==> config.mk <==
export PLATFORM = sky130hd
export DESIGN_NAME = dcr_register_bank
export DESIGN_NICKNAME = d
export VERILOG_FILES = /design/src/hw/dcr_pkg.sv /design/src/hw/dcr_register_bank.sv
export SDC_FILE = /design/constraint.sdc
export NUM_CORES = 2
export LEC_CHECK = 0
export BUFFER_PORTS_ARGS = -buffer_cell sky130_fd_sc_hd__buf_2
export CAP_MARGIN = 5
export CELL_PAD_IN_SITES_DETAIL_PLACEMENT = 2
export CELL_PAD_IN_SITES_GLOBAL_PLACEMENT = 2
export CORE_ASPECT_RATIO = 1.4
export CORE_MARGIN = 1.5
export CORE_UTILIZATION = 48
export CTS_BUF_LIST = sky130_fd_sc_hd__clkbuf_8
export DETAILED_ROUTE_END_ITERATION = 12
export GPL_ROUTABILITY_DRIVEN = 0
export PLACE_DENSITY_LB_ADDON = 0.1
export REMOVE_ABC_BUFFERS = 1
export SYNTH_ARGS = -nofsm -noshare
export SYNTH_HDL_FRONTEND = slang
export SYNTH_SLANG_ARGS = --single-unit
export TNS_END_PERCENT = 10
==> constraint.sdc <==
create_clock -name clk -period 115.8 [get_ports clk]
set_clock_uncertainty 0.05 [all_clocks]
set_input_delay 5.79 -clock clk [delete_from_list [all_inputs] [get_ports clk]]
set_output_delay 5.79 -clock clk [all_outputs]
set_load 0.02 [all_outputs]
==> src/hw/dcr_pkg.sv <==
//----------------------------------------------------------------------
// Contract
// - global bits 0 and 1 enable software and hardware sync; reset 0.
// - global bit 2 enables test-tone modulation; reset 0.
// - global bit 4 powers down the converter reference when set.
// - global bit 5 holds sync clock pin low, driver off; sync logic runs.
// - global bit 6 picks digital-only or full power-down for external pin.
// - global bit 7 puts clock input circuitry into low-power state.
// - global bits 9:8 select 2, 4, 8 or 16 shift-keying levels.
// - global bits 17:16 select charge pump current 75 to 150 uA.
// - PLL enabled with factor bits 22:18 only when value is 4 to 20.
// - global bit 23 selects low or high VCO gain range.
// - second global bits 12/14 hold phase/sweep accumulators cleared.
// - second global bits 13/15 zero all accumulators one cycle per update.
// - channel bit 0 picks cosine (0) or sine (1) conversion.
// - channel bits 1/3 hold that channel's phase/sweep accumulator cleared.
// - channel bits 2/4 zero that channel's accumulators one cycle per update.
// - channel bit 6 powers down converter, bit 7 the digital core.
// - sweep timer reloads on timeout, and on update when channel bit 13.
// - channel bit 14 enables linear sweep; no-dwell bit 15 needs bit 14.
// - amplitude bit 10 adds reload of amplitude timer on update.
// - amplitude bit 12 enables multiplier; clear means bypassed.
// - amplitude bit 11 selects auto ramp only while multiplier enabled.
// - each channel holds 14-bit phase offset and 10-bit scale factor.
// - each channel holds 16-bit ramp rate, 32-bit rising/falling deltas.
// - only channels with enable bits set accept channel register writes.
//----------------------------------------------------------------------
package dcr_pkg;
   localparam int NUM_CHAN = 4;
   // register offsets
   localparam logic [4:0] ADDR_CHSEL = 5'h00;
   localparam logic [4:0] ADDR_GF1   = 5'h01;
   localparam logic [4:0] ADDR_GF2   = 5'h02;
   localparam logic [4:0] ADDR_CF    = 5'h03;
   localparam logic [4:0] ADDR_FTW   = 5'h04;
   localparam logic [4:0] ADDR_POW   = 5'h05;
   localparam logic [4:0] ADDR_AC    = 5'h06;
   localparam logic [4:0] ADDR_RATE  = 5'h07;
   localparam logic [4:0] ADDR_RISE  = 5'h08;
   localparam logic [4:0] ADDR_FALL  = 5'h09;
   // reset values
   localparam logic [7:0]  CHSEL_RESET = 8'hF0;
   localparam logic [23:0] GF1_RESET   = 24'h000000;
   localparam logic [15:0] GF2_RESET   = 16'h0000;
   // field positions
   localparam int CHEN_LSB = 4;
   localparam int GF1_SW_SYNC = 0, GF1_HW_SYNC = 1, GF1_TEST_TONE = 2, GF1_REF_PD = 4;
   localparam int GF1_SYNC_OFF = 5, GF1_PD_FULL = 6, GF1_CLKIN_PD = 7, GF1_MOD_LSB = 8;
   localparam int GF1_CP_LSB = 16, GF1_PLL_LSB = 18, GF1_VCO_HIGH = 23;
   localparam int GF2_PH_HOLD = 12, GF2_PH_AUTO = 13, GF2_SW_HOLD = 14, GF2_SW_AUTO = 15;
   localparam int CF_SINE = 0, CF_PH_HOLD = 1, CF_PH_AUTO = 2, CF_SW_HOLD = 3, CF_SW_AUTO = 4;
   localparam int CF_DAC_PD = 6, CF_DIG_PD = 7, CF_RATE_LD = 13, CF_SWEEP = 14, CF_NO_DWELL = 15;
   localparam int AC_RATE_LD = 10, AC_AUTO = 11, AC_MULT = 12, AC_RATE_LSB = 16;
   // pll factor window (exclusive) and timer timeout value
   localparam logic [4:0]  PLL_LO = 5'h03;
   localparam logic [4:0]  PLL_HI = 5'h15;
   localparam logic [15:0] SWEEP_TIMEOUT = 16'h0001;
   localparam logic [7:0]  AMP_TIMEOUT   = 8'h01;

   typedef struct packed {
      logic [4:0]  addr;
      logic [31:0] data;
   } dcr_wr_t;

   typedef struct packed {
      logic [31:0] fallDelta;
      logic [31:0] riseDelta;
      logic [15:0] rate;
      logic [23:0] ac;
      logic [15:0] pow;
      logic [31:0] ftw;
      logic [23:0] cf;
   } dcr_chan_regs_t;

   typedef struct packed {
      logic       swSync;
      logic       hwSync;
      logic       testTone;
      logic       refPd;
      logic       syncClk;
      logic       syncClkDrv;
      logic       pdDigital;
      logic       pdAll;
      logic       clkInPd;
      logic [1:0] modLevel;
      logic [1:0] cpCurrent;
      logic       pllEn;
      logic [4:0] pllMult;
      logic       vcoHigh;
   } dcr_glob_out_t;

   typedef struct packed {
      logic        sineSel;
      logic        phaseHold;
      logic        sweepHold;
      logic        phaseZero;
      logic        sweepZero;
      logic        dacPd;
      logic        digPd;
      logic        sweepEn;
      logic        noDwell;
      logic        sweepStep;
      logic        ampStep;
      logic        multEn;
      logic        autoRamp;
      logic [9:0]  asf;
      logic [13:0] phaseOfs;
      logic [31:0] ftw;
      logic [15:0] rate;
      logic [31:0] riseDelta;
      logic [31:0] fallDelta;
   } dcr_chan_out_t;
endpackage : dcr_pkg

==> src/hw/dcr_register_bank.sv <==
`timescale 1ns/1ps
module dcr_register_bank (
   // clock and reset
   input  wire logic                   clk,
   input  wire logic                   rst,
   // register write port from the serial decoder
   input  wire logic                   wrValid,
   input  wire dcr_pkg::dcr_wr_t       wr,
   // register read port
   input  wire logic [4:0]             rdAddr,
   output logic [31:0]                 rdData,
   // device pins
   input  wire logic                   ioUpdatePin,
   input  wire logic                   extPowerDownPin,
   // configuration outputs
   output dcr_pkg::dcr_glob_out_t      globOut,
   output dcr_pkg::dcr_chan_out_t      chanOut [dcr_pkg::NUM_CHAN]
);
   import dcr_pkg::*;

   //------------------------------------------------------------------
   // state
   //------------------------------------------------------------------
   logic [7:0]      chSel_ff;
   logic [23:0]     shGf1_ff;
   logic [23:0]     actGf1_ff;
   logic [15:0]     shGf2_ff;
   logic [15:0]     actGf2_ff;
   dcr_chan_regs_t  sh_ff [NUM_CHAN];
   dcr_chan_regs_t  act_ff [NUM_CHAN];
   logic [15:0]     sweepTmr_ff [NUM_CHAN];
   logic [7:0]      ampTmr_ff [NUM_CHAN];
   logic [2:0]      updSync_ff;
   logic [2:0]      pdSync_ff;
   logic            updLvl_ff;
   logic            pdLvl_ff;
   logic [1:0]      syncDiv_ff;
   logic [31:0]     rdData_ff;
   dcr_glob_out_t   globOut_ff;
   dcr_chan_out_t   chanOut_ff [NUM_CHAN];

   //------------------------------------------------------------------
   // pin synchronisers with agreement filter
   //------------------------------------------------------------------
   wire updAgree = (updSync_ff[1] == updSync_ff[2]);
   wire pdAgree  = (pdSync_ff[1] == pdSync_ff[2]);
   wire updEvt   = updAgree & updSync_ff[2] & ~updLvl_ff;   // filtered rising edge

   // three stages each; a level counts once stages two and three agree
   always_ff @(posedge clk or posedge rst) begin
      if (rst) begin
         updSync_ff <= 3'h0;
         pdSync_ff  <= 3'h0;
         updLvl_ff  <= 1'b0;
         pdLvl_ff   <= 1'b0;
      end else begin
         updSync_ff <= {updSync_ff[1:0], ioUpdatePin};
         pdSync_ff  <= {pdSync_ff[1:0], extPowerDownPin};
         if (updAgree) updLvl_ff <= updSync_ff[2];
         if (pdAgree) pdLvl_ff <= pdSync_ff[2];
      end
   end

   //------------------------------------------------------------------
   // write decode
   //------------------------------------------------------------------
   wire wrChSel = wrValid && (wr.addr == ADDR_CHSEL);
   wire wrGf1   = wrValid && (wr.addr == ADDR_GF1);
   wire wrGf2   = wrValid && (wr.addr == ADDR_GF2);
   wire wrCf    = wrValid && (wr.addr == ADDR_CF);
   wire wrFtw   = wrValid && (wr.addr == ADDR_FTW);
   wire wrPow   = wrValid && (wr.addr == ADDR_POW);
   wire wrAc    = wrValid && (wr.addr == ADDR_AC);
   wire wrRate  = wrValid && (wr.addr == ADDR_RATE);
   wire wrRise  = wrValid && (wr.addr == ADDR_RISE);
   wire wrFall  = wrValid && (wr.addr == ADDR_FALL);

   // channel enables act at once; global words wait in a shadow copy
   always_ff @(posedge clk or posedge rst) begin
      if (rst) begin
         chSel_ff  <= CHSEL_RESET;
         shGf1_ff  <= GF1_RESET;
         shGf2_ff  <= GF2_RESET;
         actGf1_ff <= GF1_RESET;
         actGf2_ff <= GF2_RESET;
      end else begin
         if (wrChSel) chSel_ff <= wr.data[7:0];
         if (wrGf1) shGf1_ff <= wr.data[23:0];
         if (wrGf2) shGf2_ff <= wr.data[15:0];
         if (updEvt) begin
            actGf1_ff <= shGf1_ff;
            actGf2_ff <= shGf2_ff;
         end
      end
   end

   //------------------------------------------------------------------
   // per-channel registers, timers and decoded outputs
   //------------------------------------------------------------------
   for (genvar i = 0; i < NUM_CHAN; i++) begin : g_chan
      wire chEn       = chSel_ff[CHEN_LSB + i];
      wire cfRateLd   = act_ff[i].cf[CF_RATE_LD];
      wire acRateLd   = act_ff[i].ac[AC_RATE_LD];
      wire sweepOn    = act_ff[i].cf[CF_SWEEP];
      wire multOn     = act_ff[i].ac[AC_MULT];
      wire sweepTo    = (sweepTmr_ff[i] <= SWEEP_TIMEOUT);
      wire ampTo      = (ampTmr_ff[i] <= AMP_TIMEOUT);
      wire sweepRld   = sweepTo | (updEvt & cfRateLd);
      wire ampRld     = ampTo | (updEvt & acRateLd);
      wire phZeroReq  = updEvt & (shGf2_ff[GF2_PH_AUTO] | sh_ff[i].cf[CF_PH_AUTO]);
      wire swZeroReq  = updEvt & (shGf2_ff[GF2_SW_AUTO] | sh_ff[i].cf[CF_SW_AUTO]);

      // shadow copy takes writes only when this channel is enabled
      always_ff @(posedge clk or posedge rst) begin
         if (rst) begin
            sh_ff[i] <= '0;
         end else if (chEn) begin
            if (wrCf) sh_ff[i].cf <= wr.data[23:0];
            if (wrFtw) sh_ff[i].ftw <= wr.data;
            if (wrPow) sh_ff[i].pow <= wr.data[15:0];
            if (wrAc) sh_ff[i].ac <= wr.data[23:0];
            if (wrRate) sh_ff[i].rate <= wr.data[15:0];
            if (wrRise) sh_ff[i].riseDelta <= wr.data;
            if (wrFall) sh_ff[i].fallDelta <= wr.data;
         end
      end

      // active copy follows the shadow on each update event
      always_ff @(posedge clk or posedge rst) begin
         if (rst) act_ff[i] <= '0;
         else if (updEvt) act_ff[i] <= sh_ff[i];
      end

      // ramp rate timers count down and reload at timeout
      always_ff @(posedge clk or posedge rst) begin
         if (rst) begin
            sweepTmr_ff[i] <= '0;
            ampTmr_ff[i]   <= '0;
         end else begin
            sweepTmr_ff[i] <= sweepRld ? act_ff[i].rate : sweepTmr_ff[i] - 16'h0001;
            ampTmr_ff[i]   <= ampRld ? act_ff[i].ac[AC_RATE_LSB +: 8] : ampTmr_ff[i] - 8'h01;
         end
      end

      // registered channel outputs
      always_ff @(posedge clk or posedge rst) begin
         if (rst) begin
            chanOut_ff[i] <= '0;
         end else begin
            chanOut_ff[i].sineSel   <= act_ff[i].cf[CF_SINE];
            chanOut_ff[i].phaseHold <= actGf2_ff[GF2_PH_HOLD] | act_ff[i].cf[CF_PH_HOLD];
            chanOut_ff[i].sweepHold <= actGf2_ff[GF2_SW_HOLD] | act_ff[i].cf[CF_SW_HOLD];
            chanOut_ff[i].phaseZero <= phZeroReq;
            chanOut_ff[i].sweepZero <= swZeroReq;
            chanOut_ff[i].dacPd     <= act_ff[i].cf[CF_DAC_PD];
            chanOut_ff[i].digPd     <= act_ff[i].cf[CF_DIG_PD];
            chanOut_ff[i].sweepEn   <= sweepOn;
            chanOut_ff[i].noDwell   <= sweepOn & act_ff[i].cf[CF_NO_DWELL];
            chanOut_ff[i].sweepStep <= sweepOn & sweepTo;
            chanOut_ff[i].ampStep   <= multOn & act_ff[i].ac[AC_AUTO] & ampTo;
            chanOut_ff[i].multEn    <= multOn;
            chanOut_ff[i].autoRamp  <= multOn & act_ff[i].ac[AC_AUTO];
            chanOut_ff[i].asf       <= act_ff[i].ac[9:0];
            chanOut_ff[i].phaseOfs  <= act_ff[i].pow[13:0];
            chanOut_ff[i].ftw       <= act_ff[i].ftw;
            chanOut_ff[i].rate      <= act_ff[i].rate;
            chanOut_ff[i].riseDelta <= act_ff[i].riseDelta;
            chanOut_ff[i].fallDelta <= act_ff[i].fallDelta;
         end
      end
      assign chanOut[i] = chanOut_ff[i];
   end

   //------------------------------------------------------------------
   // global decoded outputs
   //------------------------------------------------------------------
   wire [4:0] pllField = actGf1_ff[GF1_PLL_LSB +: 5];
   wire       pllOk    = (pllField > PLL_LO) && (pllField < PLL_HI);
   wire       syncOff  = actGf1_ff[GF1_SYNC_OFF];
   wire       pdFull   = actGf1_ff[GF1_PD_FULL];

   // sync clock divider keeps running while the pin is held low
   always_ff @(posedge clk or posedge rst) begin
      if (rst) syncDiv_ff <= 2'h0;
      else syncDiv_ff <= syncDiv_ff + 2'h1;
   end

   always_ff @(posedge clk or posedge rst) begin
      if (rst) begin
         globOut_ff <= '0;
      end else begin
         globOut_ff.swSync     <= actGf1_ff[GF1_SW_SYNC];
         globOut_ff.hwSync     <= actGf1_ff[GF1_HW_SYNC];
         globOut_ff.testTone   <= actGf1_ff[GF1_TEST_TONE];
         globOut_ff.refPd      <= actGf1_ff[GF1_REF_PD];
         globOut_ff.syncClk    <= ~syncOff & syncDiv_ff[1];
         globOut_ff.syncClkDrv <= ~syncOff;
         globOut_ff.pdDigital  <= pdLvl_ff;
         globOut_ff.pdAll      <= pdLvl_ff & pdFull;
         globOut_ff.clkInPd    <= actGf1_ff[GF1_CLKIN_PD];
         globOut_ff.modLevel   <= actGf1_ff[GF1_MOD_LSB +: 2];
         globOut_ff.cpCurrent  <= actGf1_ff[GF1_CP_LSB +: 2];
         globOut_ff.pllEn      <= pllOk;
         globOut_ff.pllMult    <= pllField;
         globOut_ff.vcoHigh    <= actGf1_ff[GF1_VCO_HIGH];
      end
   end
   assign globOut = globOut_ff;

   //------------------------------------------------------------------
   // read back: globals, else the lowest enabled channel's active copy
   //------------------------------------------------------------------
   logic [1:0]  rdCh;
   logic [31:0] rdMux;
   always_comb begin
      rdCh = 2'h0;
      for (int k = NUM_CHAN - 1; k >= 0; k--) begin
         if (chSel_ff[CHEN_LSB + k]) rdCh = k[1:0];
      end
   end

   always_comb begin
      unique case (rdAddr)
         ADDR_CHSEL: rdMux = {24'h000000, chSel_ff};
         ADDR_GF1:   rdMux = {8'h00, actGf1_ff};
         ADDR_GF2:   rdMux = {16'h0000, actGf2_ff};
         ADDR_CF:    rdMux = {8'h00, act_ff[rdCh].cf};
         ADDR_FTW:   rdMux = act_ff[rdCh].ftw;
         ADDR_POW:   rdMux = {16'h0000, act_ff[rdCh].pow};
         ADDR_AC:    rdMux = {8'h00, act_ff[rdCh].ac};
         ADDR_RATE:  rdMux = {16'h0000, act_ff[rdCh].rate};
         ADDR_RISE:  rdMux = act_ff[rdCh].riseDelta;
         ADDR_FALL:  rdMux = act_ff[rdCh].fallDelta;
         default:    rdMux = 32'h00000000;
      endcase
   end

   always_ff @(posedge clk or posedge rst) begin
      if (rst) rdData_ff <= 32'h00000000;
      else rdData_ff <= rdMux;
   end
   assign rdData = rdData_ff;
endmodule : dcr_register_bank

* Yosys cells after proc, flatten, opt, wreduce, memory -nomap -nowiden *
Index checks and enable logic that the tools add are counted.

operators by class
  bitwise operators = 63
  add/sub/neg operators = 9
  equality and inequality tests = 20
  order comparisons = 11
  reduce and logical (&&, ||, !) cells = 41
  multiplexer cells = 16

operator list
  operator                 number
  $bmux W176 S2            1
  $mux W176                2
  $pmux W32 S10            1
  $le A16 B1 Y1 const B    4
  $mux W16                 4
  $sub A16 B1 Y16 const B  4
  $reduce_and A2 Y1        28
  $eq A5 B3 Y1 const B     8
  $and A1 B1 Y1            36
  $le A8 B1 Y1 const B     4
  $mux W8                  4
  $sub A8 B1 Y8 const B    4
  $or A1 B1 Y1             24
  $eq A5 B2 Y1 const B     4
  $eq A5 B4 Y1 const B     4
  $logic_and A1 B1 Y1      11
  $eq A5 B1 Y1 const B     2
  $logic_not A5 Y1         2
  $mux W2                  4
  $gt A5 B2 Y1 const B     1
  $lt A5 B5 Y1 const B     1
  $ge A3 B3 Y1 const B     1
  $not A2 Y3               1
  $add A2 B1 Y2 const B    1
  2 further kinds          4

storage, ports and cells
  register bits after elaboration = 2250
  output and inout port bits = 648
  logic and storage cells = 325

* Longest topological paths before layout *
  depth in word-level cells = 9
  gate-level depth with buffers = 10

* Least setup slack after synthesis *
No wires, ideal clock.

  path type = input port to flip-flop
  from = in rdAddr[0]
  to = reg rdData_ff[0], in the netlist rdData[0]
  arrival time = 7448 ps
  data required time = 115612 ps
  path slack = 108164 ps
  stages = 6
  buffers on the path = 1
  cell sequence = buf_2 mux2_2 a32o_1 a221o_1 a211o_1 or4_1

between the ends
  longest elaborated chain between the ends = 2
  elaborated cells on any way between the ends = 11
  those cells by class = eq/ne: 9; mux: 1; reduce/logical: 1

RTL lines
  element                               RTL line                  source
  from (decl)                           dcr_register_bank.sv:10   input wire logic [4:0] rdAddr,
  $eq A5 B4 Y1 (tied with other cells)  dcr_register_bank.sv:223  unique case (rdAddr)
  $pmux W32 S10 (*)                     dcr_register_bank.sv:223
  via rdMux[0]                          dcr_register_bank.sv:214  logic [31:0] rdMux;
  to (signal assigned)                  dcr_register_bank.sv:240  else rdData_ff <= rdMux;
  to (decl)                             dcr_register_bank.sv:38   logic [31:0] rdData_ff;

Mark *: on every way through the listed nets, which the timed path passes. The rest lies on a longest branch.
A chain may end at the register's enable or synchronous reset.

==> run summary <==
Time the worst path needs with I/O delays and setup: 9.852 ns. The clock tree synthesis step divided the H-tree into 5 levels. Leaving out fill and tap cells, the most frequent cell in the layout is dfrtp_1. The netlist uses 71 different library cells. The run gives 67.19% as the post-synthesis sequential area ratio. Gates resized during post-CTS repair numbered 0.

The source-to-sink clock delay at the later pin of the worst-skew pair is 1.08 ns. The global-route congestion overflow total is 0. The post-synthesis cell area is 83810 um2, and the average via count per standard cell is 5.924. The path class of the tightest hold or removal check is flop to flop. For this design the top-level I/O count stands at 695. The floorplan step set the die width to 356.2 um. Setup repair after global routing left no endpoint under its margin. The total negative setup slack was 0 ns; the worst path arrival time was 10.81 ns.

The synthesized design contains 2250 register bits. The total via count after detailed routing was 53.16k. Once the floorplan was initialized, standard cells occupied 48.31% of the core. The post-route netlist has 41.60% of its cells at a drive strength greater than 1.

For the synthesized netlist cell count, the log shows 5676. The tools report the maximum buffer depth of the clock tree as 4. The DRC violation count after routing came out at 0. A synthesized cell averages 14.77 um2. The transition time at the pin with the least slew margin came out at 1.386 ns. The cell sitting at the root of the clock tree is a clkbuf_8. Setup violations remaining at the end of the flow were counted as 0. For this run, the total global-route usage over all layers was measured as 33.98%. Number of buffers added by the clock tree synthesis step: 353. In this run the post-CTS setup repair buffer count came out at 0. The fmax was 0.1015 GHz; the area growth from synthesis to layout was 15.10%.

The library cells used most frequently in the layout, excluding fill and tap cells, are 2246 x dfrtp_1, 1420 x mux2_2, 694 x buf_2, 441 x clkbuf_8, 242 x nand2_1. The most used flip-flop cell after synthesis is dfrtp_1. The logs give 184 for the maximum number of pins on one net before global-route repair and 2250 for the TritonCTS sink count. The headroom to the max-slew limit is 7.328%, and the detailed-route wire length is 299.0 mm. The run gives 0 as the number of nets still failing antenna checks after routing. Of the available clock period, the critical path in the final layout requires 8.508%. The Yosys step of the flow raised 0 warnings. By startpoint and endpoint, the worst setup path is classified as input port to asynchronous set/reset pin. The tools report the initial antenna violation count as 29. The final cell count without fillers is 8974, and the top fanout value on the critical path is 183. The number of synthesized flops with an enable pin is 0, and the largest vdd supply drop is 0.01449 mV.

TritonCTS built the clock tree. The run gives 8360 as the placed instance count. The clock transition at the registers of the reported paths was 0.07 ns; the required time of the worst setup path was 116.76 ns. The worst hold margin was 0.3015 ns; the number of port buffers was 694.

The tools report the count of routing violations after the opening detailed-route iteration as 3359. The kind of launch point of the worst setup path is an input port. The via count of the first global-routing pass was 60.29k. HPWL after detailed placement: 180.7 mm.

The worst setup path is captured at an asynchronous set/reset pin. The run gives 181 as the site row count. The power density of the placed cells is 20.05 nW/um2, and the final number of max-transition violations is 0. Number of max-cap violations: 0. The run gives 434.5 mm as the first-pass GRT wire length.

After clock tree synthesis, the flow added hold-fix buffers numbering 0. The logs give 177200 um2 for the die footprint and 0 for the count of endpoints failing hold in the final timing report. After detailed routing, the average wire length per cell comes to 33.32 um.

Measured along the y axis, the die boundary spans 497.4 um. The flow ran to the end, and the final reports show no timing, DRC or antenna violations. The first TritonRoute pass finished after 5 iterations. The share of synthesized flip-flops with an asynchronous set or reset was 100.0%; the standby leakage power was 49.94 nW.

The run gives 6493 as the post-layout net count. Core box area: 173500 um2.
report_power, final:
| group | internal (mW) | leakage, nW | switching [mW] |
|---|---|---|---|
| registers | 0.878 | 30.7 | 0.0823 |
| logic | 0.110 | 15.2 | 0.190 |
| clock network | 0.354 | 3.98 | 0.320 |
logic make-up (layout without fill, tap and decap cells):
logic type / Yosys count / after routing / share of synthesized area [%]
AOI/OAI and AO/OA: 750 / 750 / 5.813
xor gates and xnor gates: 73 / 73 / 0.7629
adders and majority gates: 18 / 18 / 0.2657
buffers and inverters: 485 / 1479 / 2.318
DFF: 2250 / 2250 / 67.19
muxes: 1463 / 1463 / 19.98
other: 0 / 17 / 0
and+or+nand+nor: 637 / 637 / 3.678
cell usage after synthesis (15+ instances only):
cell type,number,area [um2]
a211oi_1,16,120.1
a21oi_1,198,991.0
a221o_1,55,550.5
a221oi_1,18,157.7
a22oi_1,52,390.4
a32oi_1,35,306.5
and2_1,16,100.1
buf_1,56,210.2
buf_2,85,425.4
clkbuf_1,243,912.1
dfrtp_1,2246,56200
ha_1,17,212.7
inv_1,96,360.4
mux2_2,1420,15990
mux4_2,25,563.0
nand2_1,268,1006
nand2b_1,45,281.5
nand3b_1,25,187.7
nor2_1,116,435.4
nor3_1,38,190.2
nor4_1,18,112.6
o211ai_1,23,172.7
o21ai_0,205,1026
o22ai_1,39,244.0
or3_1,22,137.6
or4_1,23,172.7
xnor2_1,58,508.0
xor2_1,15,131.4
flip-flops by register name, indices dropped and copies added (netlist names), 16 cells and up:
| signal | flops |
|---|---|
| act_ff | 704 |
| rdData | 32 |
| actGf2_ff | 16 |
| actGf1_ff | 24 |
| shGf2_ff | 16 |
| shGf1_ff | 24 |
| chanOut | 596 |
| ampTmr_ff | 32 |
| globOut | 20 |
| sweepTmr_ff | 64 |
| sh_ff | 704 |
worst paths after layout:
path	start	endpoint	slack [ns]	cells after the start
worst max-delay path	rst	act_ff[89]	105.95	7
worst max register to register	chSel_ff[5]	rdData[4]	110.91	8
worst min register to register	act_ff[358]	chanOut[441]	0.30	0
max in group clk	wr[36]	sh_ff[313]	107.80	5
worst min-delay path	act_ff[358]	chanOut[441]	0.30	0
min in group asynchronous	rst	chanOut[415]	4.86	2
final cells by class:
cell class | instances | area (um2)
Fill cell | 15840 | 77010
Sequential cell | 2250 | 56320
Multi-Input combinational cell | 2941 | 25750
Clock buffer | 441 | 6070
Timing Repair Buffer | 785 | 4232
Tap cell | 2287 | 2861
Clock inverter | 155 | 805.8
Inverter | 98 | 379.1
Antenna cell | 17 | 42.54
per-stage QoR:
step | cell area, um2 | power, mW | utilization, % | setup WS [ns]
floorplan | 82240 | 1.144 | - | 46.39
global route | 96440 | 2.005 | 55.60 | 105.35
global placement | 89540 | 1.243 | 51.62 | 104.93
detailed placement | 89540 | 1.264 | 51.62 | 104.70
CTS | 96420 | 1.946 | 55.58 | 105.86
finish | 96470 | 1.934 | 55.61 | 105.95
layer usage:
metal	share of wire [%]	GRT usage (%)	vias up
met5	0.025	0	-
met4	4.1	13.26	10
met3	6.4	7.406	604
met2	49	56.03	1892
met1	40	43.75	29120
li1	-	-	21540
critical path, cell delays in order:
cell and delay, ns:
buf_2 0.13, inv_8 0.56, buf_4 0.75, buf_4 0.75, buf_4 0.68, buf_12 0.63, buf_4 0.89
Note: power is estimated with default switching activity, not from simulation.
